==> config.mk <==
export PLATFORM = sky130hd
export DESIGN_NAME = mtpcs_host
export DESIGN_NICKNAME = d
export VERILOG_FILES = /design/src/logic/mtpcs_pin_sync.v /design/src/logic/mtpcs_host.v
export VERILOG_INCLUDE_DIRS = /design/src /design/src/inc
export SDC_FILE = /design/constraint.sdc
export NUM_CORES = 1
export LEC_CHECK = 0
export CAP_MARGIN = 20
export CELL_PAD_IN_SITES_DETAIL_PLACEMENT = 0
export CELL_PAD_IN_SITES_GLOBAL_PLACEMENT = 1
export CORE_MARGIN = 8
export CORE_UTILIZATION = 50
export CTS_CLUSTER_SIZE = 20
export DETAILED_ROUTE_END_ITERATION = 8
export DONT_BUFFER_PORTS = 1
export PLACE_DENSITY = 0.89
export SLEW_MARGIN = 20
export SYNTH_ARGS = -nofsm -noshare
export SYNTH_HDL_FRONTEND = slang
export SYNTH_HIERARCHICAL = 1
export SYNTH_SLANG_ARGS = --single-unit
==> constraint.sdc <==
create_clock -name ref_clk -period 5.8 [get_ports ref_clk]
set_input_delay 1.16 -clock ref_clk [delete_from_list [all_inputs] [get_ports ref_clk]]
set_output_delay 1.16 -clock ref_clk [all_outputs]
set_load 0.05 [all_outputs]
==> src/inc/mtpcs_map.vh <==
// Purpose: constants for the EPROM command-mode host controller
// Assumes: 200 MHz ref_clk, 5 ns period
// Notes: times kept in their own units, cycle counts derived from them
`ifndef MTPCS_MAP_VH
`define MTPCS_MAP_VH

`define MTPCS_CLK_MHZ 200
`define MTPCS_CMD_READ 8'h00
`define MTPCS_CMD_ERASE 8'h20
`define MTPCS_CMD_EVERIFY 8'ha0
`define MTPCS_CMD_PROG 8'h40
`define MTPCS_CMD_PVERIFY 8'hc0
`define MTPCS_CMD_RESET 8'hff

// host operation codes
`define MTPCS_OP_READMODE 3'h0
`define MTPCS_OP_ERASE 3'h1
`define MTPCS_OP_EVERIFY 3'h2
`define MTPCS_OP_PROG 3'h3
`define MTPCS_OP_PVERIFY 3'h4
`define MTPCS_OP_RESET 3'h5
`define MTPCS_OP_ARRAYRD 3'h6

// times in ns / us / ms
`define MTPCS_T_WP_NS 50
`define MTPCS_T_WPH_NS 20
`define MTPCS_T_AH_NS 40
`define MTPCS_T_DH_NS 10
`define MTPCS_T_ACC_NS 150
`define MTPCS_T_VPEL_US 1
`define MTPCS_T_WR_US 6
`define MTPCS_T_PROG_US 10
`define MTPCS_T_ERASE_MS 100

// cycle counts at 5 ns, least times rounded up, sized to the counter
`define MTPCS_C_WP 25'ha
`define MTPCS_C_WPH 25'h4
`define MTPCS_C_DH 25'h2
`define MTPCS_C_ACC 25'h1e
`define MTPCS_C_VPEL 25'hc8
`define MTPCS_C_WR 25'h4b0
`define MTPCS_C_PROG 25'h7d0
`define MTPCS_C_ERASE 25'h1312d00
// read window: access time plus two sync stages and two cycles margin
`define MTPCS_C_RDWIN 25'h22

`define MTPCS_CNT_W 25
`define MTPCS_ADDR_W 18
`define MTPCS_DATA_W 8

`endif

==> src/logic/mtpcs_pin_sync.v <==
// Purpose: two-stage synchroniser for the read-back data pins
// Assumes: data pins are asynchronous to ref_clk
// Notes: first stage read only by the second
`timescale 1ns/1ps
`default_nettype none
module mtpcs_pin_sync #(
	parameter W = 8
) (
	input wire ref_clk,
	input wire nrst,
	input wire [W-1:0] pinIn,
	output reg [W-1:0] pinOut
);
	reg [W-1:0] meta_reg;

	always @(posedge ref_clk) begin
		if (!nrst) begin
			meta_reg <= {W{1'b0}};
			pinOut <= {W{1'b0}};
		end else begin
			meta_reg <= pinIn;
			pinOut <= meta_reg;
		end
	end
endmodule // mtpcs_pin_sync
`default_nettype wire

==> src/logic/mtpcs_host.v <==
// Purpose: host that drives an EPROM in command mode over its pins
// Assumes: 200 MHz ref_clk; one operation at a time via opStart/opBusy
// Notes: erase, program and write-recovery wait counts are parameters so simulation can shorten them
`timescale 1ns/1ps
`default_nettype none
`include "mtpcs_map.vh"
module mtpcs_host #(
	parameter [24:0] ERASE_CYC = `MTPCS_C_ERASE,
	parameter [24:0] PROG_CYC = `MTPCS_C_PROG,
	parameter [24:0] WR_CYC = `MTPCS_C_WR
) (
	input wire ref_clk,
	input wire nrst,
	input wire opStart,
	input wire [2:0] opCode,
	input wire [17:0] opAddr,
	input wire [7:0] opData,
	output reg opBusy,
	output reg opDone,
	output reg [7:0] opResult,
	output reg [17:0] addressBus,
	output reg [7:0] dataBusOut,
	output reg dataBusOe,
	input wire [7:0] dataBusIn,
	output reg chipEn_n,
	output reg outEn_n,
	output reg writeEn_n,
	output reg highVoltageLevel
);
	// ---------------------------------------------------------------
	// states
	// ---------------------------------------------------------------
	localparam [3:0] S_IDLE = 4'h0;
	localparam [3:0] S_VPP = 4'h1;
	localparam [3:0] S_WLOW = 4'h2;
	localparam [3:0] S_WHIGH = 4'h3;
	localparam [3:0] S_HOLD = 4'h4;
	localparam [3:0] S_WAIT = 4'h5;
	localparam [3:0] S_RLOW = 4'h6;
	localparam [3:0] S_FINISH = 4'h7;

	reg [3:0] state_reg, state_next;
	reg [24:0] cnt_reg, cnt_next;
	reg [1:0] step_reg, step_next;
	reg [2:0] op_reg, op_next;
	reg [17:0] addr_reg, addr_next;
	reg [7:0] data_reg, data_next;
	reg [7:0] cmdByte;
	reg [17:0] cycAddr;
	reg lastWrite;
	reg doRead;
	reg [24:0] waitCyc;
	wire [7:0] dataSync;

	mtpcs_pin_sync #(.W(`MTPCS_DATA_W)) uSync (
		.ref_clk(ref_clk),
		.nrst(nrst),
		.pinIn(dataBusIn),
		.pinOut(dataSync)
	);

	// ---------------------------------------------------------------
	// per-step bus cycle content
	// ---------------------------------------------------------------
	always @* begin
		cmdByte = `MTPCS_CMD_READ;
		cycAddr = {`MTPCS_ADDR_W{1'b0}};
		lastWrite = 1'b1;
		doRead = 1'b0;
		waitCyc = WR_CYC;
		case (op_reg)
		`MTPCS_OP_READMODE: begin
			cmdByte = `MTPCS_CMD_READ;
			// a plain read may follow at once, keep the recovery floor
			waitCyc = WR_CYC;
		end
		`MTPCS_OP_ERASE: begin
			cmdByte = `MTPCS_CMD_ERASE;
			lastWrite = (step_reg == 2'h1);
			waitCyc = ERASE_CYC;
		end
		`MTPCS_OP_EVERIFY: begin
			// address goes with the command itself
			cmdByte = `MTPCS_CMD_EVERIFY;
			cycAddr = addr_reg;
			doRead = 1'b1;
		end
		`MTPCS_OP_PROG: begin
			lastWrite = (step_reg == 2'h1);
			cmdByte = lastWrite ? data_reg : `MTPCS_CMD_PROG;
			cycAddr = lastWrite ? addr_reg : {`MTPCS_ADDR_W{1'b0}};
			waitCyc = PROG_CYC;
		end
		`MTPCS_OP_PVERIFY: begin
			// device reads back its own latched program address
			cmdByte = `MTPCS_CMD_PVERIFY;
			doRead = 1'b1;
		end
		`MTPCS_OP_RESET: begin
			cmdByte = `MTPCS_CMD_RESET;
			lastWrite = (step_reg == 2'h1);
			waitCyc = WR_CYC;
		end
		`MTPCS_OP_ARRAYRD: begin
			cycAddr = addr_reg;
			lastWrite = 1'b0;
			doRead = 1'b1;
		end
		default: begin
			waitCyc = 25'h1;
		end
		endcase
	end

	// ---------------------------------------------------------------
	// sequencer
	// ---------------------------------------------------------------
	always @* begin
		state_next = state_reg;
		cnt_next = cnt_reg;
		step_next = step_reg;
		op_next = op_reg;
		addr_next = addr_reg;
		data_next = data_reg;
		case (state_reg)
		S_IDLE: begin
			if (opStart && opCode <= `MTPCS_OP_ARRAYRD) begin
				op_next = opCode;
				addr_next = opAddr;
				data_next = opData;
				step_next = 2'h0;
				cnt_next = `MTPCS_C_VPEL;
				state_next = S_VPP;
			end
		end
		S_VPP: begin
			if (cnt_reg > 25'h1) begin
				cnt_next = cnt_reg - 25'h1;
			end else if (op_reg == `MTPCS_OP_ARRAYRD) begin
				cnt_next = `MTPCS_C_RDWIN;
				state_next = S_RLOW;
			end else begin
				cnt_next = `MTPCS_C_WP;
				state_next = S_WLOW;
			end
		end
		S_WLOW: begin
			if (cnt_reg > 25'h1) begin
				cnt_next = cnt_reg - 25'h1;
			end else begin
				// data held past the strobe rise
				cnt_next = `MTPCS_C_DH;
				state_next = S_HOLD;
			end
		end
		S_HOLD: begin
			if (cnt_reg > 25'h1) begin
				cnt_next = cnt_reg - 25'h1;
			end else if (!lastWrite) begin
				step_next = 2'h1;
				cnt_next = `MTPCS_C_WPH;
				state_next = S_WHIGH;
			end else begin
				// verify reads wait the WR_CYC floor, other ops wait their own waitCyc
				cnt_next = doRead ? WR_CYC : waitCyc;
				state_next = S_WAIT;
			end
		end
		S_WHIGH: begin
			if (cnt_reg > 25'h1) begin
				cnt_next = cnt_reg - 25'h1;
			end else begin
				cnt_next = `MTPCS_C_WP;
				state_next = S_WLOW;
			end
		end
		S_WAIT: begin
			if (cnt_reg > 25'h1) begin
				cnt_next = cnt_reg - 25'h1;
			end else if (doRead) begin
				// sync stages eat two cycles of the access window
				cnt_next = `MTPCS_C_RDWIN;
				state_next = S_RLOW;
			end else begin
				state_next = S_FINISH;
			end
		end
		S_RLOW: begin
			if (cnt_reg > 25'h1) begin
				cnt_next = cnt_reg - 25'h1;
			end else begin
				state_next = S_FINISH;
			end
		end
		S_FINISH: begin
			state_next = S_IDLE;
		end
		default: begin
			state_next = S_IDLE;
		end
		endcase
	end

	// ---------------------------------------------------------------
	// registers and pins
	// ---------------------------------------------------------------
	always @(posedge ref_clk) begin
		if (!nrst) begin
			state_reg <= S_IDLE;
			cnt_reg <= 25'h0;
			step_reg <= 2'h0;
			op_reg <= `MTPCS_OP_READMODE;
			addr_reg <= 18'h0;
			data_reg <= 8'h0;
			opBusy <= 1'b0;
			opDone <= 1'b0;
			opResult <= 8'h0;
			addressBus <= 18'h0;
			dataBusOut <= 8'h0;
			dataBusOe <= 1'b0;
			chipEn_n <= 1'b1;
			outEn_n <= 1'b1;
			writeEn_n <= 1'b1;
			highVoltageLevel <= 1'b0;
		end else begin
			state_reg <= state_next;
			cnt_reg <= cnt_next;
			step_reg <= step_next;
			op_reg <= op_next;
			addr_reg <= addr_next;
			data_reg <= data_next;
			opBusy <= (state_next != S_IDLE);
			opDone <= (state_reg == S_FINISH);
			// sample synced data as the read window closes
			if (state_reg == S_RLOW && cnt_reg == 25'h1) begin
				opResult <= dataSync;
			end
			highVoltageLevel <= (state_next != S_IDLE);
			chipEn_n <= !(state_next == S_WLOW || state_next == S_RLOW ||
				state_next == S_HOLD || state_next == S_WHIGH);
			writeEn_n <= (state_next != S_WLOW);
			outEn_n <= (state_next != S_RLOW);
			dataBusOe <= (state_next == S_WLOW || state_next == S_HOLD);
			dataBusOut <= cmdByte;
			addressBus <= cycAddr;
		end
	end
endmodule // mtpcs_host
`default_nettype wire

==> results of run 1 <==
==> path summary, 6_finish.rpt <==
path              depth (start not counted)         startpoint  slack, ps              end
setup / recovery                          6        cnt_reg[14]       2910      cnt_reg[21]
hold / removal                            1  uSync/meta_reg[2]        440  uSync/pinOut[2]
setup reg to reg                          6        cnt_reg[14]       2910      cnt_reg[21]
hold reg to reg                           1  uSync/meta_reg[2]        440  uSync/pinOut[2]
==> cells in the final DEF, fill, tap and decap left out, types with 5 or more instances in the layout <==
cell       count
nand3_1       13
inv_1          8
nand2_1      103
o21ai_0       16
a31oi_1       14
nor2_1        45
and2_2        13
mux2i_1        9
nor2b_1        5
xnor2_1       12
and2_1        25
dfxtp_1      115
nor4_1         7
clkbuf_16     16
nor3_1        14
a21oi_1       59
==> power groups by stage <==
stage	clock [mW]	sequential [mW]	combinational, mW
floorplan	0	0.848	0.156
global placement	0	0.857	0.167
detailed placement	0	0.858	0.169
CTS	0.995	0.842	0.171
global route	1.04	0.845	0.192
finish	0.977	0.842	0.172
==> final cells by class <==
type | count | area (um^2) | share of cell area [%]
sequential | 115 | 2300 | 41.9
clock buffer | 21 | 449 | 8.18
inverter | 9 | 33.8 | 0.615
multi-input combinational | 421 | 2420 | 44.1
tap | 133 | 166 | 3.03
timing repair buffer | 1 | 7.51 | 0.137
clock inverter | 9 | 108 | 1.96
==> critical path: cells and delay by family, from the launching register on <==
| kind | cells | cell delay (ps) |
|---|---|---|
| AO/OA/AOI/OAI | 3 | 1010 |
| AND/OR/NAND/NOR | 3 | 1440 |
| flip-flops | 1 | 340 |
==> cell families (layout without fill, tap and decap cells) <==
kind of cell	Yosys count	after routing	share of synthesized area, %
AO/OA/AOI/OAI	118	118	14.3
XOR/XNOR	16	16	2.82
adder cells (fa/ha/maj)	4	4	0.958
buffers and inverters	41	40	4.87
flip-flops	115	115	46.4
multiplexers	9	9	1.82
other	1	1	0.0756
AND/OR/NAND/NOR	273	273	28.8
==> through the flow <==
step / instance area, um^2 / cells / hold WS (ps)
after floorplan: 4960 / 577 / 412
after global placement: 4930 / 679 / 414
after detailed placement: 4930 / 679 / 426
after CTS: 5490 / 709 / 440
after global routing: 5490 / 709 / 451
final: 5490 / 709 / 436
==> layer usage <==
metal	up-vias	wire length (um)	global-route usage [%]	share of wire (%)
met2	142	5340	28.1	46
li1	1980	-	-	-
met1	1893	5070	21.8	44
met3	21	916	5.37	7.9
met5	-	0	0	0
met4	0	235	8.90	2.0
==> results.md, run 1 <==
* Drt initial violations at 353
* I/O pins at just over 80
* Nets at 608
* CTS tree: yes
* Synth-to-layout area growth at 10.6%
* Vias in the first global route at between 3000 and 4000
* Grt ovf at 0
* Mapped Area at 4960 um^2
* Initial antenna violation count at 0
* Die Height at between 100 and 150 um
* CP Data Required Time at 6230 ps
* Cell variety after synth at 67
* Peak supply drop at 0.000156 V
* Max-slew violations at 0
* Nature of the critical path startpoint: flop
* Dominant cell type by area after synthesis: dfxtp_1
* CP cell instances: nor4_1 > nand4_2 > a2111oi_4 > or2_1 > a22oi_1 > a21oi_1
* # DRC at 0
* Max FFs per register at 25
* Gr usage total at 17.9%
* Reg power frac at 42.3%
* Fillers at 841
* Syn_nets at 620
* Internal cell power at 1.50 mW
* #FFs+latches synth at 115
* Cts hold-fix bufs at 0
* Status: finished, final reports clean
* Fin. Hold Viols at 0
* Setup-failing EPs final at 0
* CP peak stage delay at 650 ps
* Critical path peak fanout at 14
* Fmax at 346 MHz
* CTS max path bufs at 2
* Clock sink total at 115
* Cell row count at 36
* Commonest cells post-synth: 115 x dfxtp_1, 103 x nand2_1, 59 x a21oi_1, 45 x nor2_1, 25 x and2_1
* Clk_skew at 5.73 ps
* TNS Setup at 0 ps
* Avg Inst Size Synth at between 8 and 9 um^2
* Pre-CTS WS at 2960 ps
* Critical path data arrival time at 3320 ps
* Largest cells by area after synthesis: dfxtp_1 46%, nand2_1 7.8%, a21oi_1 6.0%
* WL final at around 12 mm
* Routability cong. at 0.880
* Worst-margin pin slew at slightly below 1000 ps
* Critical path's slowest cell: a2111oi_4
* Drt pass-1 iters at 5
* Worst-Skew Late Latency at between 500 and 600 ps
* P_sw at 0.489 mW
* CP Capture Type: flop
* Post-route ant nets at 0
* Fraction of registers with async set/reset at 0%
* Relative slew slack at 34.1%
* PnR worst setup slack at just under 3000 ps
* Synth top area share at 46.4%
* Die X at ~120 um
* Kind of critical path: reg -> reg
* Maximum number of pins on one net before global-route repair at 54
* Share of layout cells above drive strength 1 at a little over a tenth
* Inserted Diodes at 0
* Post-CTS Setup Inserts at 0
* Leakage power at 1.94 nW
* RSZ-0062 raised after global routing: no
* Post-synthesis sequential area ratio at 46.4%
* Synth warn at 6
* Clock-pin slew on the worst setup and hold paths at roughly 60 ps
* Synth Flop Type: dfxtp_1
* Routed vias at 4036
* Pwr Total at 1.99 mW
* # resized after CTS at 0
* DP HPWL at 7.91 mm
* Worst min path class: reg -> reg
* Root Buffer: clkbuf_8
* H-tree levels at 4
* Period Utilization, post-route at 49.8%
* Max_cap viols at 0
* Wire length per cell at 16.3 um
* Count leader, synth: dfxtp_1
* Minimum clock period at 2890 ps
* Inserted Clock Buffers at 17
* Power per Cell Area at about 360 nW/um^2
* First-pass GRT wire length at between 15 and 20 mm
* Die area at 13400 um^2
* Fin util at 56.7%
* Switching share of power at 24.5%
* Starting density of the core at 51.2%
* PortBufs at 0
* Clock share of power at 49.1%
* Vias per inst at roughly 5.7
* Core area at 9680 um^2
* Syn Inst Count at 577
* Number of synthesized flops with an enable pin at 0
* Combinational Power Share at 8.6%
(Power assumes the default switching activity.)
==> inputs of run 2 (changes only) <==
--- a/config.mk
+++ b/config.mk
@@ -10,11 +10,11 @@
 export CELL_PAD_IN_SITES_DETAIL_PLACEMENT = 0
 export CELL_PAD_IN_SITES_GLOBAL_PLACEMENT = 1
 export CORE_MARGIN = 8
-export CORE_UTILIZATION = 50
+export CORE_UTILIZATION = 47
 export CTS_CLUSTER_SIZE = 20
 export DETAILED_ROUTE_END_ITERATION = 8
 export DONT_BUFFER_PORTS = 1
-export PLACE_DENSITY = 0.89
+export PLACE_DENSITY = 0.84
 export SLEW_MARGIN = 20
 export SYNTH_ARGS = -nofsm -noshare
 export SYNTH_HDL_FRONTEND = slang
==> constraint.sdc (replaced) <==
create_clock -name ref_clk -period 2.9 [get_ports ref_clk]
set_input_delay 0.58 -clock ref_clk [delete_from_list [all_inputs] [get_ports ref_clk]]
set_output_delay 0.58 -clock ref_clk [all_outputs]
set_load 0.05 [all_outputs]
==> results.md, run 2 (synthesis results as in run 1) <==
* Synth-to-layout area growth at 13.1%
* Minimum clock period at 2690 ps (-195 ps)
* Met3 Use GR at 5.24% (-0.13 points)
* # DRC at 0 (unchanged)
* Critical path data arrival time at 3060 ps (-260 ps)
* First-pass GRT wire length at 19.4 mm (+2.6%)
* Starting density of the core at 48.3% (-3.0 points)
* Routed vias at 4114 (+1.9%)
* Max-slew violations at 0 (unchanged)
* Gr usage total at 16.9% (-1.0 points)
* Post-CTS Setup Inserts at 0 (unchanged)
* CTS max path bufs at 2 (unchanged)
* P_sw at 1.02 mW (+110%)
* Kind of critical path: reg -> reg
* Critical path peak fanout at 18 (+4)
* Wire length per cell at 16.6 um (+1.6%)
* Commonest cells after routing, fill and taps aside: 115 x dfxtp_1, 103 x nand2_1, 59 x a21oi_1
* Inserted Clock Buffers at 17 (unchanged)
* PortBufs at 0 (unchanged)
* Die Height at 119 um (+2.7%)
* Clock share of power at 50.0% (+0.9 points)
* Inserted Diodes at 0 (unchanged)
* Reg power frac at 41.1% (-1.2 points)
* CP Data Required Time at 3260 ps (-2970 ps)
* Critical path's slowest cell: nor4_1
* Clock-pin slew on the worst setup and hold paths at 60 ps (about the same)
* Worst r2r src: cnt_reg[17]
* I/O pins at 81 (unchanged)
* Design area at 5610 um^2 (+2.3%)
* TNS Setup at 0 ps (unchanged)
* Combinational Power Share at 8.9% (+0.3 points)
* Die area at 14100 um^2 (+5.5%)
* M2 GR Usage at 27.7% (-0.44 points)
* CP cell instances: nor4_1 > nand4_2 > nor4b_2 > nor2_2 > a22oi_1 > a21oi_1
* Root Buffer: clkbuf_8
* Period Utilization, post-route at 92.9% (+43 points)
* Vias in the first global route at 3848 (+0.84%)
* Leakage power at 2.01 nW (+3.5%)
* DP HPWL at 8.31 mm (+5.0%)
* Fin. Hold Viols at 0 (unchanged)
* Initial antenna violation count at 0 (unchanged)
* Vias per inst at 5.67 (-0.45%)
* CP peak stage delay at 610 ps (-40 ps)
* Min-delay src: nrst
* CTS tree: yes
* CP Capture Type: flop
* Internal cell power at 3.06 mW (+100%)
* H-tree levels at 4 (unchanged)
* Worst min path class: in -> reg
* Post-route ant nets at 0 (unchanged)
* Max FFs per register at 25 (unchanged)
* # resized after CTS at 0 (unchanged)
* Switching share of power at 25.0% (+0.49 points)
* Worst-Skew Late Latency at 510 ps (about the same)
* Setup-failing EPs final at 0 (unchanged)
* Power per Cell Area at 727 nW/um^2 (+100%)
* Drt initial violations at 346 (-2.0%)
* Share of layout cells above drive strength 1 at 13.2% (+2.3 points)
* Drt pass-1 iters at 4 (-1)
* RSZ-0062 raised after global routing: no
* Cell row count at 37 (+2.8%)
* WL final at 12.0 mm (+4.0%)
* Placed inst area at 5030 um^2 (+2.1%)
* Clk_skew at 9.75 ps (+4.02 ps)
* Maximum number of pins on one net before global-route repair at 42 (-22%)
* Routability cong. at 0.889 (+0.99%)
* Peak supply drop at 0.000443 V (+180%)
* Most Crowded Layer GR: met2
* Die X at 119 um (+2.7%)
* Core area at 10300 um^2 (+6.1%)
* Relative slew slack at 37.3% (+3.2 points)
* Reg2reg path depth at 6 (unchanged)
* Met1 Usage GRT at 19.8% (-2.0 points)
* Status: finished, final reports clean
* Worst-margin pin slew at 939 ps (-50.0 ps)
* Max_cap viols at 0 (unchanged)
* Clock sink total at 115 (unchanged)
* Grt ovf at 0 (unchanged)
* Nets at 621 (+2.1%)
* Fmax at 371 MHz (+7.2%)
* Cts hold-fix bufs at 0 (unchanged)
* Commonest non-fill, non-tap cell in the layout: dfxtp_1
* Nature of the critical path startpoint: flop
* Worst Setup SP: cnt_reg[17]
* Min-Delay Path Depth at 1 (unchanged)
-- run 2: layout make-up --
type                            count  area [um^2]
Clock buffer                       18          418
Timing Repair Buffer               14          105
Sequential cell                   115         2300
Fill cell                         967         4660
Clock inverter                     13          161
Tap cell                          136          170
Inverter                            9         33.8
Multi-Input combinational cell    421         2420
-- run 2: through the flow --
step	setup slack (ps)	hold WS (ps)	utilization (%)	instances	total power, mW
final	207	185	54.6	726	4.08
after global routing	19.7	168	54.6	726	4.23
after CTS	261	161	54.6	726	4.11
after detailed placement	313	417	49.0	695	2.07
after global placement	459	417	49.0	695	2.06
after floorplan	714	412	-	577	2.01
-- run 2: worst paths after layout --
check / endpoint / slack, ps
max reg2reg: cnt_reg[21] / 210
max: cnt_reg[21] / 210
min: chipEn_n / 190
min reg2reg: uSync/pinOut[3] / 430
-- run 2: power groups by stage --
stage | sequential (mW) | clock, mW | combinational [mW]
5_1_grt | 1.68 | 2.14 | 0.401
3_5_place_dp | 1.71 | 0 | 0.357
4_1_cts | 1.68 | 2.07 | 0.360
3_3_place_gp | 1.71 | 0 | 0.354
6_report | 1.68 | 2.04 | 0.365
2_1_floorplan | 1.70 | 0 | 0.313
-- run 2: routing by layer --
layer / wire length, um / vias up
met2: 5670 / 146
met5: 0 / -
met4: 267 / 0
met1: 5250 / 1944
li1: - / 2002
met3: 838 / 22
-- run 2: critical path: cells and delay by family (launching register included) --
kind,cells,cell delay (ps)
compound gates,2,330
flops,1,350
simple gates,4,1870
